==> config.mk <==
export PLATFORM = sky130hd
export DESIGN_NAME = sac_top
export DESIGN_NICKNAME = d
export VERILOG_FILES = /design/src/design/sac_mser.v /design/src/design/sac_top.v
export VERILOG_INCLUDE_DIRS = /design/src /design/src/design
export SDC_FILE = /design/constraint.sdc
export NUM_CORES = 1
export LEC_CHECK = 0
export BUFFER_PORTS_ARGS = -buffer_cell sky130_fd_sc_hd__buf_2
export CORE_MARGIN = 5
export CORE_UTILIZATION = 53
export DETAILED_ROUTE_END_ITERATION = 7
export GPL_ROUTABILITY_DRIVEN = 1
export GPL_TIMING_DRIVEN = 0
export PLACE_DENSITY_LB_ADDON = 0.08
export SKIP_LAST_GASP = 1
export SYNTH_ARGS = -nofsm -noshare
export SYNTH_HDL_FRONTEND = slang
export SYNTH_SLANG_ARGS = --single-unit
==> constraint.sdc <==
create_clock -name clk -period 3.6 [get_ports clk]
set_input_delay 0.18 -clock clk [delete_from_list [all_inputs] [get_ports clk]]
set_output_delay 0.18 -clock clk [all_outputs]
set_load 0.05 [all_outputs]
==> src/design/sac_consts.vh <==
/*
  constants for the converter sequencing and readout block: register
  offsets, control field positions, reset values and cycle counts.
  assumes a 125 MHz clock (8 ns period); times are in picoseconds.
*/
// What this block does
// - busy rises within 30 ns of the convert strobe falling
// - busy high at most 0.75/1/1.25 us outside master read-after mode
// - conversion finishes within 0.75/1/1.25 us for fast/normal/reduced power
// - busy stays high at least 10 ns after internal end of conversion
// - parallel result valid within 0.75/1/1.25 us of convert strobe falling
// - parallel result valid at least 20 ns before busy falls
// - read during conversion: frame strobe within 25 ns of convert strobe
// - read after conversion: first clock edge 4 ns or 20 ns after frame
// - master clock period at least 25/50/100/200 ns per divider setting
// - master clock period at most 40/70/140/280 ns per divider setting
// - frame held 3/60/140/300 ns after last clock edge per divider
// - fast mode read-after busy at most 1.5/2/3/5.25 us per divider
// - normal mode read-after busy at most 1.75/2.25/3.25/5.5 us
// - reduced power read-after busy at most 2/2.5/3.5/5.75 us
// - read after conversion: busy falls about 25 ns after frame ends
// - chip select high releases serial outputs within 10 ns; low drives
// - slave serial data updates 3 to 16 ns after host clock edge
`ifndef SAC_CONSTS_VH
`define SAC_CONSTS_VH

`define SAC_CLK_PS 8000

// register offsets
`define SAC_OFF_CTRL 2'h0
`define SAC_OFF_STAT 2'h1
`define SAC_OFF_RES 2'h2

// control register fields
`define SAC_CTRL_FAST 0
`define SAC_CTRL_LOWPWR 1
`define SAC_CTRL_SERIAL 2
`define SAC_CTRL_MASTER 3
`define SAC_CTRL_AFTER 4
`define SAC_CTRL_DIV_LO 5
`define SAC_CTRL_DIV_HI 6
`define SAC_CTRL_RST 8'h00

// conversion and busy timing
`define SAC_T_CONV_FAST_PS 750000
`define SAC_T_CONV_NORM_PS 1000000
`define SAC_T_CONV_LOWP_PS 1250000
`define SAC_T_EOC_BUSY_PS 10000
`define SAC_T_DV_BUSY_PS 20000
`define SAC_T_SYNC_BUSY_PS 25000
`define SAC_CONV_FAST_CYC (`SAC_T_CONV_FAST_PS / `SAC_CLK_PS)
`define SAC_CONV_NORM_CYC (`SAC_T_CONV_NORM_PS / `SAC_CLK_PS)
`define SAC_CONV_LOWP_CYC (`SAC_T_CONV_LOWP_PS / `SAC_CLK_PS)
`define SAC_EOC_BUSY_CYC ((`SAC_T_EOC_BUSY_PS + `SAC_CLK_PS - 1) / `SAC_CLK_PS)
`define SAC_DV_BUSY_CYC ((`SAC_T_DV_BUSY_PS + `SAC_CLK_PS - 1) / `SAC_CLK_PS)
`define SAC_SYNC_BUSY_CYC (`SAC_T_SYNC_BUSY_PS / `SAC_CLK_PS)

// master serial clock timing per divider setting
`define SAC_T_PER0_PS 25000
`define SAC_T_PER1_PS 50000
`define SAC_T_PER2_PS 100000
`define SAC_T_PER3_PS 200000
`define SAC_T_LEAD0_PS 4000
`define SAC_T_LEAD1_PS 20000
`define SAC_T_TAIL0_PS 3000
`define SAC_T_TAIL1_PS 60000
`define SAC_T_TAIL2_PS 140000
`define SAC_T_TAIL3_PS 300000
`define SAC_CEIL(t) (((t) + `SAC_CLK_PS - 1) / `SAC_CLK_PS)

`endif

==> src/design/sac_mser.v <==
/*
  master serial shifter: frame strobe, internal serial clock and data
  for one 16-bit word, msb first, data changing on the falling edge.
  assumes start is a one-cycle pulse given only while idle.
*/
`timescale 1ns/1ps
`include "sac_consts.vh"

module sac_mser (
  // clock and reset
  input wire clk,
  input wire rst,
  // transfer request
  input wire start,
  input wire [1:0] div,
  input wire [15:0] word,
  // serial lines
  output reg sync_reg,
  output reg sclk_reg,
  output reg sdo_reg,
  output reg done_reg
);

  localparam [1:0] ST_IDLE = 2'h0;
  localparam [1:0] ST_LEAD = 2'h1;
  localparam [1:0] ST_SHIFT = 2'h2;
  localparam [1:0] ST_TAIL = 2'h3;

  // cycle counts stay below 64, so the cut to counter width loses nothing
  function [5:0] to6;
    input integer n;
    to6 = n[5:0];
  endfunction

  localparam [5:0] PER0 = to6(`SAC_CEIL(`SAC_T_PER0_PS));
  localparam [5:0] PER1 = to6(`SAC_CEIL(`SAC_T_PER1_PS));
  localparam [5:0] PER2 = to6(`SAC_CEIL(`SAC_T_PER2_PS));
  localparam [5:0] PER3 = to6(`SAC_CEIL(`SAC_T_PER3_PS));
  localparam [5:0] LEAD0 = to6(`SAC_CEIL(`SAC_T_LEAD0_PS));
  localparam [5:0] LEAD1 = to6(`SAC_CEIL(`SAC_T_LEAD1_PS));
  localparam [5:0] TAIL0 = to6(`SAC_CEIL(`SAC_T_TAIL0_PS));
  localparam [5:0] TAIL1 = to6(`SAC_CEIL(`SAC_T_TAIL1_PS));
  localparam [5:0] TAIL2 = to6(`SAC_CEIL(`SAC_T_TAIL2_PS));
  localparam [5:0] TAIL3 = to6(`SAC_CEIL(`SAC_T_TAIL3_PS));

  // pick one of four figures by divider setting
  function [5:0] sel4;
    input [1:0] d;
    input [5:0] a;
    input [5:0] b;
    input [5:0] c;
    input [5:0] e;
    begin
      case (d)
        2'h0: sel4 = a;
        2'h1: sel4 = b;
        2'h2: sel4 = c;
        default: sel4 = e;
      endcase
    end
  endfunction

  reg [1:0] state_reg;
  reg [1:0] div_reg;
  reg [15:0] sh_reg;
  reg [3:0] bit_reg;
  reg [5:0] cnt_reg;
  wire [5:0] per;
  wire [5:0] fall_at;

  assign per = sel4(div_reg, PER0, PER1, PER2, PER3);
  // high phase takes the odd cycle so the high time is the longer one
  assign fall_at = per - {1'b0, per[5:1]} - 6'h01;

  always @(posedge clk or posedge rst)
  begin
    if (rst)
    begin
      state_reg <= ST_IDLE;
      div_reg <= 2'h0;
      sh_reg <= 16'h0000;
      bit_reg <= 4'h0;
      cnt_reg <= 6'h00;
      sync_reg <= 1'b0;
      sclk_reg <= 1'b0;
      sdo_reg <= 1'b0;
      done_reg <= 1'b0;
    end
    else
    begin
      done_reg <= 1'b0;
      case (state_reg)
        ST_IDLE:
        begin
          if (start)
          begin
            div_reg <= div;
            sh_reg <= word;
            sdo_reg <= word[15];
            sync_reg <= 1'b1;
            cnt_reg <= sel4(div, LEAD0, LEAD1, LEAD1, LEAD1) - 6'h01;
            state_reg <= ST_LEAD;
          end
        end
        ST_LEAD:
        begin
          if (cnt_reg == 6'h00)
          begin
            sclk_reg <= 1'b1;
            bit_reg <= 4'h0;
            state_reg <= ST_SHIFT;
          end
          else
            cnt_reg <= cnt_reg - 6'h01;
        end
        ST_SHIFT:
        begin
          if (cnt_reg == fall_at)
          begin
            sclk_reg <= 1'b0;
            sh_reg <= {sh_reg[14:0], 1'b0};
            sdo_reg <= sh_reg[14];
            if (bit_reg == 4'hf)
            begin
              cnt_reg <= sel4(div_reg, TAIL0, TAIL1, TAIL2, TAIL3) - 6'h01;
              state_reg <= ST_TAIL;
            end
            else
              cnt_reg <= cnt_reg + 6'h01;
          end
          else if (cnt_reg == per - 6'h01)
          begin
            sclk_reg <= 1'b1;
            cnt_reg <= 6'h00;
            bit_reg <= bit_reg + 4'h1;
          end
          else
            cnt_reg <= cnt_reg + 6'h01;
        end
        ST_TAIL:
        begin
          if (cnt_reg == 6'h00)
          begin
            sync_reg <= 1'b0;
            done_reg <= 1'b1;
            state_reg <= ST_IDLE;
          end
          else
            cnt_reg <= cnt_reg - 6'h01;
        end
        default:
          state_reg <= ST_IDLE;
      endcase
    end
  end

endmodule // sac_mser

==> src/design/sac_top.v <==
/*
  conversion sequencer and readout ports of the 16-bit converter:
  busy timing, result latch, parallel bus, master and slave serial port.
  assumes all pins synchronous to clk; the analog core presents its
  finished code on sample_code at the internal end of conversion.
*/
`timescale 1ns/1ps
`include "sac_consts.vh"

module sac_top (
  // clock and reset
  input wire clk,
  input wire rst,
  // register port
  input wire [1:0] reg_addr,
  input wire [15:0] reg_wdata,
  input wire reg_wr,
  input wire reg_rd,
  output wire [15:0] reg_rdata,
  // conversion control
  input wire convert_start_n,
  input wire cs_n,
  input wire [15:0] sample_code,
  output wire busy,
  // parallel port
  output wire [15:0] data_out,
  output wire data_oe_n,
  // serial port
  input wire ext_sclk,
  input wire serial_daisy_in,
  output wire sync_out,
  output wire sync_oe_n,
  output wire sclk_out,
  output wire sclk_oe_n,
  output wire serial_data_out,
  output wire serial_data_oe_n
);

  localparam [2:0] ST_IDLE = 3'h0;
  localparam [2:0] ST_CONV = 3'h1;
  localparam [2:0] ST_HOLD = 3'h2;
  localparam [2:0] ST_XFER = 3'h3;
  localparam [2:0] ST_DROP = 3'h4;

  localparam [1:0] MODE_NORM = 2'h0;
  localparam [1:0] MODE_FAST = 2'h1;
  localparam [1:0] MODE_LOWP = 2'h2;

  // cycle counts stay below 256, so the cut to counter width loses nothing
  function [7:0] to8;
    input integer n;
    to8 = n[7:0];
  endfunction

  // result must be valid before busy falls, which also covers eoc hold
  localparam [7:0] BUSY_TAIL = to8((`SAC_DV_BUSY_CYC > `SAC_EOC_BUSY_CYC) ?
    `SAC_DV_BUSY_CYC : `SAC_EOC_BUSY_CYC);
  localparam [7:0] SYNC_BUSY = to8(`SAC_SYNC_BUSY_CYC);
  localparam [7:0] CONV_FAST = to8(`SAC_CONV_FAST_CYC);
  localparam [7:0] CONV_NORM = to8(`SAC_CONV_NORM_CYC);
  localparam [7:0] CONV_LOWP = to8(`SAC_CONV_LOWP_CYC);

  // mode from the two select bits; both or neither give normal
  function [1:0] mode_of;
    input fast;
    input lowp;
    begin
      if (fast && !lowp)
        mode_of = MODE_FAST;
      else if (lowp && !fast)
        mode_of = MODE_LOWP;
      else
        mode_of = MODE_NORM;
    end
  endfunction

  // conversion count leaves room for the tail and the start edge
  function [7:0] conv_load;
    input [1:0] m;
    begin
      case (m)
        MODE_FAST: conv_load = CONV_FAST - BUSY_TAIL - 8'h01;
        MODE_LOWP: conv_load = CONV_LOWP - BUSY_TAIL - 8'h01;
        default: conv_load = CONV_NORM - BUSY_TAIL - 8'h01;
      endcase
    end
  endfunction

  reg [7:0] ctrl_reg;
  reg [2:0] state_reg;
  reg [7:0] cnt_reg;
  reg [1:0] mode_reg;
  reg after_reg;
  reg cnv_prev_reg;
  reg busy_reg;
  reg lost_reg;
  reg [15:0] result_reg;
  reg [15:0] data_reg;
  reg data_oe_n_reg;
  reg [15:0] slv_sh_reg;
  reg ext_prev_reg;
  reg sync_o_reg;
  reg sclk_o_reg;
  reg sdo_o_reg;
  reg sync_oe_n_reg;
  reg sclk_oe_n_reg;
  reg sdo_oe_n_reg;
  reg [15:0] rdata_reg;
  reg [15:0] rdata_next;

  wire cnv_fall;
  wire start;
  wire eoc;
  wire ser_en;
  wire mst_en;
  wire aft_en;
  wire mst_start;
  wire [15:0] mst_word;
  wire [1:0] mst_div;
  wire mst_sync;
  wire mst_sclk;
  wire mst_sdo;
  wire mst_done;
  wire ext_rise;

  assign ser_en = ctrl_reg[`SAC_CTRL_SERIAL];
  assign mst_en = ctrl_reg[`SAC_CTRL_MASTER];
  assign aft_en = ctrl_reg[`SAC_CTRL_AFTER];

  assign cnv_fall = cnv_prev_reg && !convert_start_n;
  // a strobe while a conversion runs is dropped, never restarts it
  assign start = cnv_fall && (state_reg == ST_IDLE);
  assign eoc = (state_reg == ST_CONV) && (cnt_reg == 8'h00);

  // read during conversion ships the previous word at divider 00,
  // read after conversion ships the new word once it is latched
  assign mst_start = ser_en && mst_en &&
    ((start && !aft_en) || (eoc && after_reg));
  assign mst_word = eoc ? sample_code : result_reg;
  assign mst_div = eoc ? ctrl_reg[`SAC_CTRL_DIV_HI:`SAC_CTRL_DIV_LO] : 2'h0;

  sac_mser u_mser (
    .clk(clk),
    .rst(rst),
    .start(mst_start),
    .div(mst_div),
    .word(mst_word),
    .sync_reg(mst_sync),
    .sclk_reg(mst_sclk),
    .sdo_reg(mst_sdo),
    .done_reg(mst_done)
  );

  // conversion sequencing
  always @(posedge clk or posedge rst)
  begin
    if (rst)
    begin
      state_reg <= ST_IDLE;
      cnt_reg <= 8'h00;
      mode_reg <= MODE_NORM;
      after_reg <= 1'b0;
      cnv_prev_reg <= 1'b1;
      busy_reg <= 1'b0;
      result_reg <= 16'h0000;
    end
    else
    begin
      cnv_prev_reg <= convert_start_n;
      case (state_reg)
        ST_IDLE:
        begin
          if (start)
          begin
            busy_reg <= 1'b1;
            mode_reg <= mode_of(ctrl_reg[`SAC_CTRL_FAST], ctrl_reg[`SAC_CTRL_LOWPWR]);
            after_reg <= ser_en && mst_en && aft_en;
            cnt_reg <= conv_load(mode_of(ctrl_reg[`SAC_CTRL_FAST],
              ctrl_reg[`SAC_CTRL_LOWPWR]));
            state_reg <= ST_CONV;
          end
        end
        ST_CONV:
        begin
          if (cnt_reg == 8'h00)
          begin
            result_reg <= sample_code;
            if (after_reg)
              state_reg <= ST_XFER;
            else
            begin
              cnt_reg <= BUSY_TAIL - 8'h01;
              state_reg <= ST_HOLD;
            end
          end
          else
            cnt_reg <= cnt_reg - 8'h01;
        end
        ST_HOLD:
        begin
          if (cnt_reg == 8'h00)
          begin
            busy_reg <= 1'b0;
            state_reg <= ST_IDLE;
          end
          else
            cnt_reg <= cnt_reg - 8'h01;
        end
        ST_XFER:
        begin
          // word length and divider bound the busy time in this mode
          if (mst_done)
          begin
            cnt_reg <= SYNC_BUSY - 8'h01;
            state_reg <= ST_DROP;
          end
        end
        ST_DROP:
        begin
          if (cnt_reg == 8'h00)
          begin
            busy_reg <= 1'b0;
            state_reg <= ST_IDLE;
          end
          else
            cnt_reg <= cnt_reg - 8'h01;
        end
        default:
          state_reg <= ST_IDLE;
      endcase
    end
  end

  // parallel result and slave shifter
  assign ext_rise = !ext_prev_reg && ext_sclk;

  always @(posedge clk or posedge rst)
  begin
    if (rst)
    begin
      data_reg <= 16'h0000;
      data_oe_n_reg <= 1'b1;
      slv_sh_reg <= 16'h0000;
      ext_prev_reg <= 1'b0;
    end
    else
    begin
      ext_prev_reg <= ext_sclk;
      data_oe_n_reg <= cs_n || ser_en;
      if (eoc)
      begin
        data_reg <= sample_code;
        slv_sh_reg <= sample_code;
      end
      else if (ext_rise && !cs_n && ser_en && !mst_en)
        slv_sh_reg <= {slv_sh_reg[14:0], serial_daisy_in};
    end
  end

  // serial output stage; one flop for every pin and its enable
  always @(posedge clk or posedge rst)
  begin
    if (rst)
    begin
      sync_o_reg <= 1'b0;
      sclk_o_reg <= 1'b0;
      sdo_o_reg <= 1'b0;
      sync_oe_n_reg <= 1'b1;
      sclk_oe_n_reg <= 1'b1;
      sdo_oe_n_reg <= 1'b1;
    end
    else
    begin
      sync_o_reg <= mst_en && mst_sync;
      sclk_o_reg <= mst_en && mst_sclk;
      sdo_o_reg <= mst_en ? mst_sdo : slv_sh_reg[15];
      sync_oe_n_reg <= cs_n || !ser_en || !mst_en;
      sclk_oe_n_reg <= cs_n || !ser_en || !mst_en;
      sdo_oe_n_reg <= cs_n || !ser_en;
    end
  end

  // register port: control write, read data in the next cycle only
  always @*
  begin
    rdata_next = 16'h0000;
    if (reg_rd)
    begin
      case (reg_addr)
        `SAC_OFF_CTRL: rdata_next = {8'h00, ctrl_reg};
        `SAC_OFF_STAT: rdata_next = {10'h000, mode_reg, lost_reg, state_reg == ST_XFER,
          mst_sync, busy_reg};
        `SAC_OFF_RES: rdata_next = result_reg;
        default: rdata_next = 16'h0000;
      endcase
    end
  end

  always @(posedge clk or posedge rst)
  begin
    if (rst)
    begin
      ctrl_reg <= `SAC_CTRL_RST;
      lost_reg <= 1'b0;
      rdata_reg <= 16'h0000;
    end
    else
    begin
      rdata_reg <= rdata_next;
      if (reg_wr && reg_addr == `SAC_OFF_CTRL)
        ctrl_reg <= reg_wdata[7:0];
      // strobe ignored while busy; a new one beats the read that clears
      if (cnv_fall && state_reg != ST_IDLE)
        lost_reg <= 1'b1;
      else if (reg_rd && reg_addr == `SAC_OFF_STAT)
        lost_reg <= 1'b0;
    end
  end

  assign reg_rdata = rdata_reg;
  assign busy = busy_reg;
  assign data_out = data_reg;
  assign data_oe_n = data_oe_n_reg;
  assign sync_out = sync_o_reg;
  assign sync_oe_n = sync_oe_n_reg;
  assign sclk_out = sclk_o_reg;
  assign sclk_oe_n = sclk_oe_n_reg;
  assign serial_data_out = sdo_o_reg;
  assign serial_data_oe_n = sdo_oe_n_reg;

endmodule // sac_top

# Word level (Yosys, flattened, before mapping)
# Index checks and enable logic that the tools add are counted.
[classes]
bitwise_logic = 0
shifts = 0
div_mod_pow = 0
multipliers = 0
n_reduce_logical = 60
order_cmp = 0
n_eq_ne = 31
mux = 68
n_addsub = 9
[ops]
columns = ["operator", "n"]
rows = [
  ["$mux 16", 4],
  ["$mux 6", 10],
  ["$pmux 16 s3", 1],
  ["$mux 8", 5],
  ["$pmux 6 s3", 2],
  ["$pmux 8 s4", 1],
  ["$mux 15", 2],
  ["$pmux 15 s2", 1],
  ["$sub 6x1->6 const B", 4],
  ["$mux 2", 11],
  ["$logic_and 1x1->1", 19],
  ["$ne 2x1->1 const B", 8],
  ["$pmux 8 s2", 1],
  ["$mux 1", 15],
  ["$pmux 5 s3", 1],
  ["$eq 6x6->1", 2],
  ["$mux 3", 4],
  ["$mux 4", 3],
  ["$pmux 3 s4", 1],
  ["$reduce_and 3->1", 4],
  ["$reduce_bool 2->1", 6],
  ["$eq 2x2->1 const B", 5],
  ["$ne 2x2->1 const B", 5],
  ["$reduce_and 5->1", 2],
  ["26 further kinds", 51],
]
[word_totals]
input_bits = 42
latch_bits = 0
register_bits = 129
mem_count = 0
ramBits = 0
rom_bits = 0

# Longest topological paths before layout
# Gate-level depths: netlist of the first run.
[depth]
ltp_word = 11
depth_mapped = 12

# By module
# Synthesis of the first run repeated with hierarchy kept, for this count alone.
[hier_totals]
hier_cells = 619
area_unflattened_um2 = 6020.8
[by_module_without_submodules]
columns = ["mod", "area_each_um2", "n_inst", "cells_each", "seq_area_each_um2"]
rows = [
  ["sac_top", 3697.3, 1, 352, 2006.9],
  ["sac_mser", 2323.5, 1, 267, 825.8],
]

# Worst setup path after synthesis of the first run
# OpenSTA, ideal clock, no wires.
[synth_path]
kind = "reg2reg"
start = "reg u_mser.div_reg[0]"
end = "reg u_mser.cnt_reg[0]"
setup_ns = 0.131
path_buffers = 0
required_ns = 3.469
stages_incl_launch_ff = 9
period_less_slack_ns = 2.538
slack_ns = 1.062
arrival_ns = 2.407
path_cell_list = "dfrtp_1 inv_1 ha_1 xor2_1 or4_1 nor3_2 a21oi_1 a2111oi_4 a21oi_1"
[synth_between]
elab_chain_cells = 9
word_cells_on_any_way = 18
[synth_rtl]
columns = ["element", "line", "source"]
rows = [
  ["start, declared", "sac_mser.v:64", "reg [1:0] div_reg;"],
  ["start signal, assigned", "sac_mser.v:97", "div_reg <= div;"],
  ["branches (longest 7 deep; another with $sub 5x4->6)", "n/a", ""],
  ["$mux 6 *", "sac_mser.v:118", "if (cnt_reg == fall_at)"],
  ["$pmux 6 s3 *", "sac_mser.v:92", "case (state_reg)"],
  ["end signal, assigned", "sac_mser.v:101", "cnt_reg <= sel4(div, LEAD0, LEAD1, LEAD1, LEAD1) - 6'h01;"],
  ["end signal, assigned", "sac_mser.v:125", "cnt_reg <= sel4(div_reg, TAIL0, TAIL1, TAIL2, TAIL3) - 6'h01;"],
  ["end signal, assigned", "sac_mser.v:129", "cnt_reg <= cnt_reg + 6'h01;"],
  ["end, declared", "sac_mser.v:67", "reg [5:0] cnt_reg;"],
]
# Mark *: on every way between the ends. The select of a mux whose other input is x is not followed.
# A chain may end at the register's enable or synchronous reset.

# Worst setup path in the final report of the first run
[layout_path]
start = "reg u_mser.div_reg[1]"
end = "reg u_mser.cnt_reg[0]"
# The elaborated chain is that of the path after synthesis.

==> results of run 1 <==
how the worst min path moves through the flow:
stage / from / endpoint / slack (ns) / depth (start not counted)
floorplan: convert_start_n / cnv_prev_reg / 0.18 / 0
global placement: convert_start_n / cnv_prev_reg / 0.30 / 1
detailed placement: convert_start_n / cnv_prev_reg / 0.31 / 1
CTS: reg_addr[1] / lost_reg / 0.09 / 5
global route: reg_addr[1] / lost_reg / 0.12 / 5
finish: reg_addr[1] / lost_reg / 0.10 / 5
routing by layer:
metal | vias up | share of wire (%)
met2 | 123 | 47
li1 | 2283 | -
met3 | 17 | 5.5
met1 | 2328 | 46
met5 | - | 0
met4 | 0 | 1.3
cell families after synthesis:
kind of cell,after synthesis,synth area share (%)
compound gates,117,12.8
xor+xnor,17,2.56
fa+ha+maj,20,4.30
buf+inv,49,4.09
flops,113,48.7
mux,53,10.3
simple gates,211,17.2
area by class of cell:
class	instances	area (sq um)	share of cell area, %
buffer	29	163	2.22
clock buffer	23	477	6.50
clock inverter	9	176	2.41
inverter	20	77.6	1.06
multi-input combinational	418	2750	37.4
sequential	113	2830	38.6
tap	140	175	2.39
timing repair buffer	103	688	9.38
timing repair:
action                                 4_1_cts  5_1_grt
endpoints found under the hold margin      101        0
setup buffers                                0        0
hold buffers                                30        0
resized for setup                            0        0
critical path, stage by stage (launching register included):
cell and delay [ns]:
sky130_fd_sc_hd__dfrtp_1 0.41, sky130_fd_sc_hd__inv_1 0.15, sky130_fd_sc_hd__ha_1 0.29, sky130_fd_sc_hd__xor2_1 0.15, sky130_fd_sc_hd__or4_1 0.52, sky130_fd_sc_hd__nor3_2 0.44, sky130_fd_sc_hd__a21oi_1 0.33, sky130_fd_sc_hd__a2111oi_4 0.41
sky130_fd_sc_hd__a21oi_1 0.07
power by group through the flow:
| stage | logic [mW] | registers, mW | clock network (mW) |
|---|---|---|---|
| CTS | 3.03 | 2.06 | 1.86 |
| global placement | 2.93 | 2.07 | 0 |
| finish | 3.03 | 2.07 | 1.83 |
| detailed placement | 2.99 | 2.08 | 0 |
| global route | 3.32 | 2.13 | 1.92 |
| floorplan | 1.92 | 2.44 | 0 |
through the flow:
step | setup TNS, ns | power [mW]
3_5_place_dp | 0 | 5.06
4_1_cts | 0 | 6.95
6_report | 0 | 6.93
3_3_place_gp | -97.13 | 4.99
2_1_floorplan | 0 | 4.35
5_1_grt | 0 | 7.37
Yosys cell counts (2+ instances only):
cell type                     n  area share [%]
sky130_fd_sc_hd__mux2_2      16             3.1
sky130_fd_sc_hd__a31oi_1     18             1.9
sky130_fd_sc_hd__o31ai_1      3            0.39
sky130_fd_sc_hd__nor3_1      10            0.86
sky130_fd_sc_hd__dfrtp_1    109              47
sky130_fd_sc_hd__a21oi_1     16             1.4
sky130_fd_sc_hd__a221oi_1     4            0.60
sky130_fd_sc_hd__clkbuf_1    14            0.90
sky130_fd_sc_hd__nor2b_1      3            0.32
sky130_fd_sc_hd__a2111oi_0    2            0.30
sky130_fd_sc_hd__and2_1      17             1.8
sky130_fd_sc_hd__nor3b_1      2            0.26
sky130_fd_sc_hd__o22ai_1      2            0.22
sky130_fd_sc_hd__or2_2        2            0.22
sky130_fd_sc_hd__nand2_1     83             5.4
sky130_fd_sc_hd__o21ai_0     46             4.0
sky130_fd_sc_hd__and3_1       4            0.43
sky130_fd_sc_hd__nor2_1      56             3.6
sky130_fd_sc_hd__xor2_1       8             1.2
sky130_fd_sc_hd__nor3_2       2            0.34
sky130_fd_sc_hd__o21ai_1      3            0.26
sky130_fd_sc_hd__nand4_1      5            0.54
sky130_fd_sc_hd__mux2_4      10             2.6
sky130_fd_sc_hd__xnor2_1      9             1.4
sky130_fd_sc_hd__a211oi_1     2            0.26
sky130_fd_sc_hd__nand3_1      4            0.34
sky130_fd_sc_hd__a22oi_1      4            0.52
sky130_fd_sc_hd__mux2i_1     27             4.6
sky130_fd_sc_hd__o21a_1       2            0.26
sky130_fd_sc_hd__nor4_1       6            0.65
sky130_fd_sc_hd__dfstp_2      4             1.8
sky130_fd_sc_hd__inv_1       19             1.2
sky130_fd_sc_hd__buf_2        9            0.77
sky130_fd_sc_hd__or4_1        2            0.26
sky130_fd_sc_hd__ha_1        20             4.3
sky130_fd_sc_hd__buf_6        3            0.58
sky130_fd_sc_hd__nand2b_1     7            0.75
==> flow_summary.yaml, run 1 <==
cells_and_area:
  layout.cell_area.non_filler_sq_um: 7330
  final_cell_count_no_fill: 855
  antenna_cells_inserted: 0
  syn2layout_area_growth_pct: 26.1
  most-common-layout-cells: "sky130_fd_sc_hd__dfrtp_1, sky130_fd_sc_hd__nand2_1, sky130_fd_sc_hd__buf_2, sky130_fd_sc_hd__nor2_1, sky130_fd_sc_hd__o21ai_0"
  final_common_cell: "sky130_fd_sc_hd__dfrtp_1"
  drive_gt1_share_pct: 22.4
  design.final.nets: 764
  filler_cell_count: 843
  fin_util_pct: 68.0
power:
  power.switching_mw: 2.77
  power.share.combinational_pct: 43.7
  vdd_drop_max_v: 0.000677
  switching_fraction_of_total_power_pct: 39.9
  clock_power_share_pct: 26.4
  cellPowerDensity_nw_per_um2: 944
  internal_power_contribution_mw: 4.16
  leakage_power_figure_nw: 3.42
  seq_power_share_pct: 29.9
global_routing:
  grt_max_degree: 64
  grt_antenna_before_repair: 0
  groute.layer.met2.usage_pct: 35.8
  globalRoute.busiestLayer: "met2"
  gr-usage-met1_pct: 31.3
  total_routing_resource_utilization_after_global_routing_pct: 22.9
  global_route.usage.met3_pct: 5.16
  globalRoute.totalOverflow: 0
  first_global_vias: 4740
  grt_first_pass_wirelength_um: 23700
detailed_routing:
  routedWlPerCell_um: 16.8
  route.vias.total: 4751
  routed_wirelength_um: 14400
  route.detailed.drc: 0
  ant_nets: 0
  drt_pre_antenna_iters: 7
  viasPerCell: 5.56
  drtIter0Drc: 375
timing:
  final.setup_skew_ns: 0.00699
  slew_headroom_pct: 12.9
  setup_repair_after_global_routing_missed_its_margin: "no"
  finalHoldWorstSlack_ns: 0.101
  final-hold-violation-count: 0
  fmax_mhz: 345
  setup_viols_final: 0
  drv_slew: 0
  layout_min_cycle_time_ns: 2.90
  worstMarginPinSlew_ns: 1.30
  final.setup.worst_slack_ns: 0.700
  post-route-period-util_pct: 80.6
floorplan:
  floorplan.die.height_um: 115
  placement_rows: 38
  core_area_sq_um: 10800
  i_o_pin_count: 82
  die_area_sq_um: 13200
  die_w_um: 115
  initial_core_utilization_pct: 53.9
clock_network:
  clockBufferDepth: 2
  cts-htree-levels: 4
  numClockSinks: 113
  worst_setup_hold_path_clk_slew_ns: 0.05
  cts_root_buf: "sky130_fd_sc_hd__clkbuf_8"
  clkLatencyLatePin_ns: 0.51
  clock_tree_from_tritoncts: "done"
  tritoncts.num_buffers: 17
placed_design:
  io_buffers: 72
  gp_routability_congestion: 0.850
  dp.cells: 793
  place_ws_ns: 0.735
  dp.final_hpwl_um: 10100
  postPlaceCellArea_sq_um: 6380
synth:
  synth.lib_cells_used.distinct: 64
  synth_seq_cells: 113
  synth_fp_nets: 642
  synth_enable_flop_cells: 0
  synth.yosys.seq_area_share_pct: 48.7
  synthesis.area_sq_um: 5820
  postSynthCellCount: 580
  synthFlopType: "sky130_fd_sc_hd__dfrtp_1"
  syn_area_per_cell_sq_um: 10.0
  yosysWarningCount: 0
  synth_async_sr_flop_share_pct: 100
worst_setup_path:
  setup.worst_path.end: "u_mser.cnt_reg[0]"
  crit_path_start: "u_mser.div_reg[1]"
  worst_setup_path_start_kind: "register"
  reg_to_reg_setup_timing_slack_ns: 0.70
  regToRegStartpoint: "u_mser.div_reg[1]"
  cp_data_arrival_time_ns: 3.29
  critical_path.endpoint_type: "register"
  path_class: "reg2reg"
  timing.rr.end: "u_mser.cnt_reg[0]"
  timing.critical_path.required_ns: 3.99
  reg2regPathDepth: 8
  cp_max_fo: 7
run:
  maxCapViolCount: 0
min_path:
  hp-class: "in2reg"
status:
  outcome: "complete, no violations"
(Power assumes the default switching activity.)
==> run 2: changes to the inputs <==
- ABC_AREA: unset -> 1
- CORE_UTILIZATION: 53 -> 52
- clock period: 3.6 -> 2.6 ns (I/O delays scaled with it)
==> run 2 against run 1 <==
Wire length up 3.1%. Critical path depth rose by 1. Count of clock-buffer cells in the layout shrank 2. Fmax rose by 24%. Hold slack got worse by 0.076 ns. Area after synthesis fell by 0.54%. Sequential share of layout area increased by 0.19 points. Clock power grew 27%. Total power is 32% lower. Final cell count grew 14%. Critical path type unchanged. Register-to-register slack worse by 0.43 ns. Die area is 1.3% higher. Largest cell class unchanged.
==> flow_summary.yaml, run 2 <==
status:
  outcome: "complete, no violations"
synth:
  synthesis.area_sq_um: 5780
  yosysWarningCount: 0
  synth.lib_cells_used.distinct: 40
  synthMostInstantiatedCell: "sky130_fd_sc_hd__nand2_1"
  synth_enable_flop_cells: 0
  postSynthCellCount: 696
  synth.yosys.seq_area_share_pct: 49.0
  synthFlopType: "sky130_fd_sc_hd__dfrtp_1"
  post-synth-top-area-fraction_pct: 47.2
  synth_async_sr_flop_share_pct: 100
  synth_commonest_cells: "sky130_fd_sc_hd__nand2_1, sky130_fd_sc_hd__dfrtp_1, sky130_fd_sc_hd__inv_1"
  leading_area_contributor_after_synthesis: "sky130_fd_sc_hd__dfrtp_1"
  synth_seq_cells: 113
  synth_fp_nets: 758
  syn_area_per_cell_sq_um: 8.31
  synthTopCellsByArea: "sky130_fd_sc_hd__dfrtp_1, sky130_fd_sc_hd__nand2_1, sky130_fd_sc_hd__o21ai_0, sky130_fd_sc_hd__inv_1, sky130_fd_sc_hd__ha_1"
worst_setup_path:
  worst_setup_path_start_kind: "register"
  crit_buf_inv: 3
  cp_data_arrival_time_ns: 2.78
  reg2regPathDepth: 9
  timing.rr.end: "u_mser.cnt_reg[5]"
  regToRegStartpoint: "u_mser.state_reg[0]"
  path_class: "reg2reg"
  cp_num_cells: 9
  critical-path-top-cell-by-count: "sky130_fd_sc_hd__nor2_1"
  cp_cell_sequence: "inv_1 -> ha_1 -> clkbuf_1 -> clkinv_1 -> nor2_1 -> nand3_1 -> nand2_1 -> nor2_1 -> a21oi_1"
  timing.critical_path.required_ns: 3.05
  worst_path_max_delay_cell: "sky130_fd_sc_hd__dfrtp_1"
  cp_max_fo: 10
  critical_path.endpoint_type: "register"
  cp_top_family: "buffers and inverters"
  reg_to_reg_setup_timing_slack_ns: 0.27
  highest_cell_delay_on_the_worst_timing_path_ns: 0.47
global_routing:
  grt_first_pass_wirelength_um: 24700
  first_global_vias: 5110
  grt_antenna_before_repair: 0
  grt_max_degree: 36
  total_routing_resource_utilization_after_global_routing_pct: 23.9
  globalRoute.totalOverflow: 0
clock_network:
  tritoncts.num_buffers: 17
  cts.repair.resized: 0
  clkLatencyLatePin_ns: 0.54
  numClockSinks: 113
  clock_tree_from_tritoncts: "done"
  cts-htree-levels: 4
  cts_root_buf: "sky130_fd_sc_hd__clkbuf_8"
  worst_setup_hold_path_clk_slew_ns: 0.05
  post-cts-setup-buffers: 0
  clockBufferDepth: 2
  number_of_hold_buffers_added_after_cts: 32
timing:
  setup_viols_final: 0
  finalHoldWorstSlack_ns: 0.0253
  fmax_mhz: 429
  drv_slew: 0
  slew_headroom_pct: 60.9
  setup_repair_after_global_routing_missed_its_margin: "no"
  final.setup_skew_ns: 0.0176
  finalSetupTns_ns: 0
  final.setup.worst_slack_ns: 0.270
  worstMarginPinSlew_ns: 0.584
  final-hold-violation-count: 0
  layout_min_cycle_time_ns: 2.33
  post-route-period-util_pct: 89.6
floorplan:
  core_area_sq_um: 10900
  initial_core_utilization_pct: 53.1
  i_o_pin_count: 82
  placement_rows: 38
  floorplan.die.height_um: 115
  die_area_sq_um: 13300
  die_w_um: 115
detailed_routing:
  drtIter0Drc: 358
  drt_pre_antenna_iters: 5
  ant_nets: 0
  route.detailed.drc: 0
  viasPerCell: 5.24
  route.vias.total: 5110
  routed_wirelength_um: 14800
  routedWlPerCell_um: 15.2
cells_and_area:
  antenna_cells_inserted: 0
  syn2layout_area_growth_pct: 26.2
  final-seq-area_sq_um: 2830
  design.final.nets: 884
  filler_cell_count: 889
  final_common_cell: "sky130_fd_sc_hd__nand2_1"
  multi_input_comb_area_sq_um: 2410
  drive_gt1_share_pct: 18.3
  fin_util_pct: 67.0
  most-common-layout-cells: "sky130_fd_sc_hd__nand2_1, sky130_fd_sc_hd__dfrtp_1, sky130_fd_sc_hd__inv_1, sky130_fd_sc_hd__o21ai_0, sky130_fd_sc_hd__buf_2"
placed_design:
  dp.final_hpwl_um: 10300
  io_buffers: 72
  place_ws_ns: 0.336
  gp_routability_congestion: 0.868
power:
  vdd_drop_max_v: 0.000545
  cellPowerDensity_nw_per_um2: 642
  leakage_power_figure_nw: 3.68
min_path:
  number_of_instances_on_the_worst_hold_path: 5
  hp-class: "in2reg"
  worstHoldStart: "reg_addr[1]"
  end_point_of_the_worst_hold_path: "lost_reg"
run:
  maxCapViolCount: 0
## run 2: layout make-up
cell class | count | share of cell area [%]
multi-input combinational | 451 | 33.0
tap | 140 | 2.40
timing repair buffer | 107 | 10.1
buffer | 24 | 1.87
clock inverter | 11 | 1.85
inverter | 108 | 5.61
sequential | 113 | 38.8
clock buffer | 21 | 6.29
## run 2: how the worst max path moves through the flow
stage | from | slack, ns | to
finish | u_mser.state_reg[0] | 0.27 | u_mser.cnt_reg[5]
global route | u_mser.state_reg[0] | 0.03 | u_mser.cnt_reg[5]
CTS | u_mser.state_reg[0] | 0.32 | u_mser.cnt_reg[5]
detailed placement | u_mser.state_reg[0] | 0.34 | u_mser.cnt_reg[5]
global placement | u_mser.div_reg[0] | 0.36 | u_mser.bit_reg[0]
floorplan | cnt_reg[0] | 0.64 | u_mser.cnt_reg[4]
## run 2: metal layers
metal / track usage, % / wire, um / up-vias
met4: 9.15 / 209 / 0
met2: 38.9 / 7000 / 171
met3: 6.01 / 887 / 20
li1: - / - / 2490
met1: 31.0 / 6710 / 2429
met5: 0 / 0 / -
## run 2: cells by family after synthesis
| family | Yosys count | synth area share, % |
|---|---|---|
| xor+xnor | 17 | 2.57 |
| flops | 113 | 49.0 |
| fa+ha+maj | 20 | 4.33 |
| mux | 6 | 1.17 |
| buf+inv | 132 | 9.37 |
| simple gates | 271 | 20.1 |
| compound gates | 137 | 13.5 |
## run 2: power breakdown
| group | internal [mW] | switching [mW] | total [mW] |
|---|---|---|---|
| clock | 1.52 | 0.795 | 2.32 |
| combinational | 0.149 | 0.270 | 0.419 |
| sequential | 1.88 | 0.0707 | 1.95 |
## run 2: tightest hold or removal path: stages
cell                      delay (ns)
sky130_fd_sc_hd__buf_2          0.09
sky130_fd_sc_hd__inv_1          0.04
sky130_fd_sc_hd__nand2_1        0.10
sky130_fd_sc_hd__o21ai_0        0.10
sky130_fd_sc_hd__nand2_1        0.06
## run 2: through the flow
step                area, sq um  cells  power, mW
global route               7300    975       4.86
finish                     7300    975       4.69
detailed placement         6380    911       2.35
CTS                        7300    975       4.71
global placement           6320    908       2.33
floorplan                  5790    696       2.22
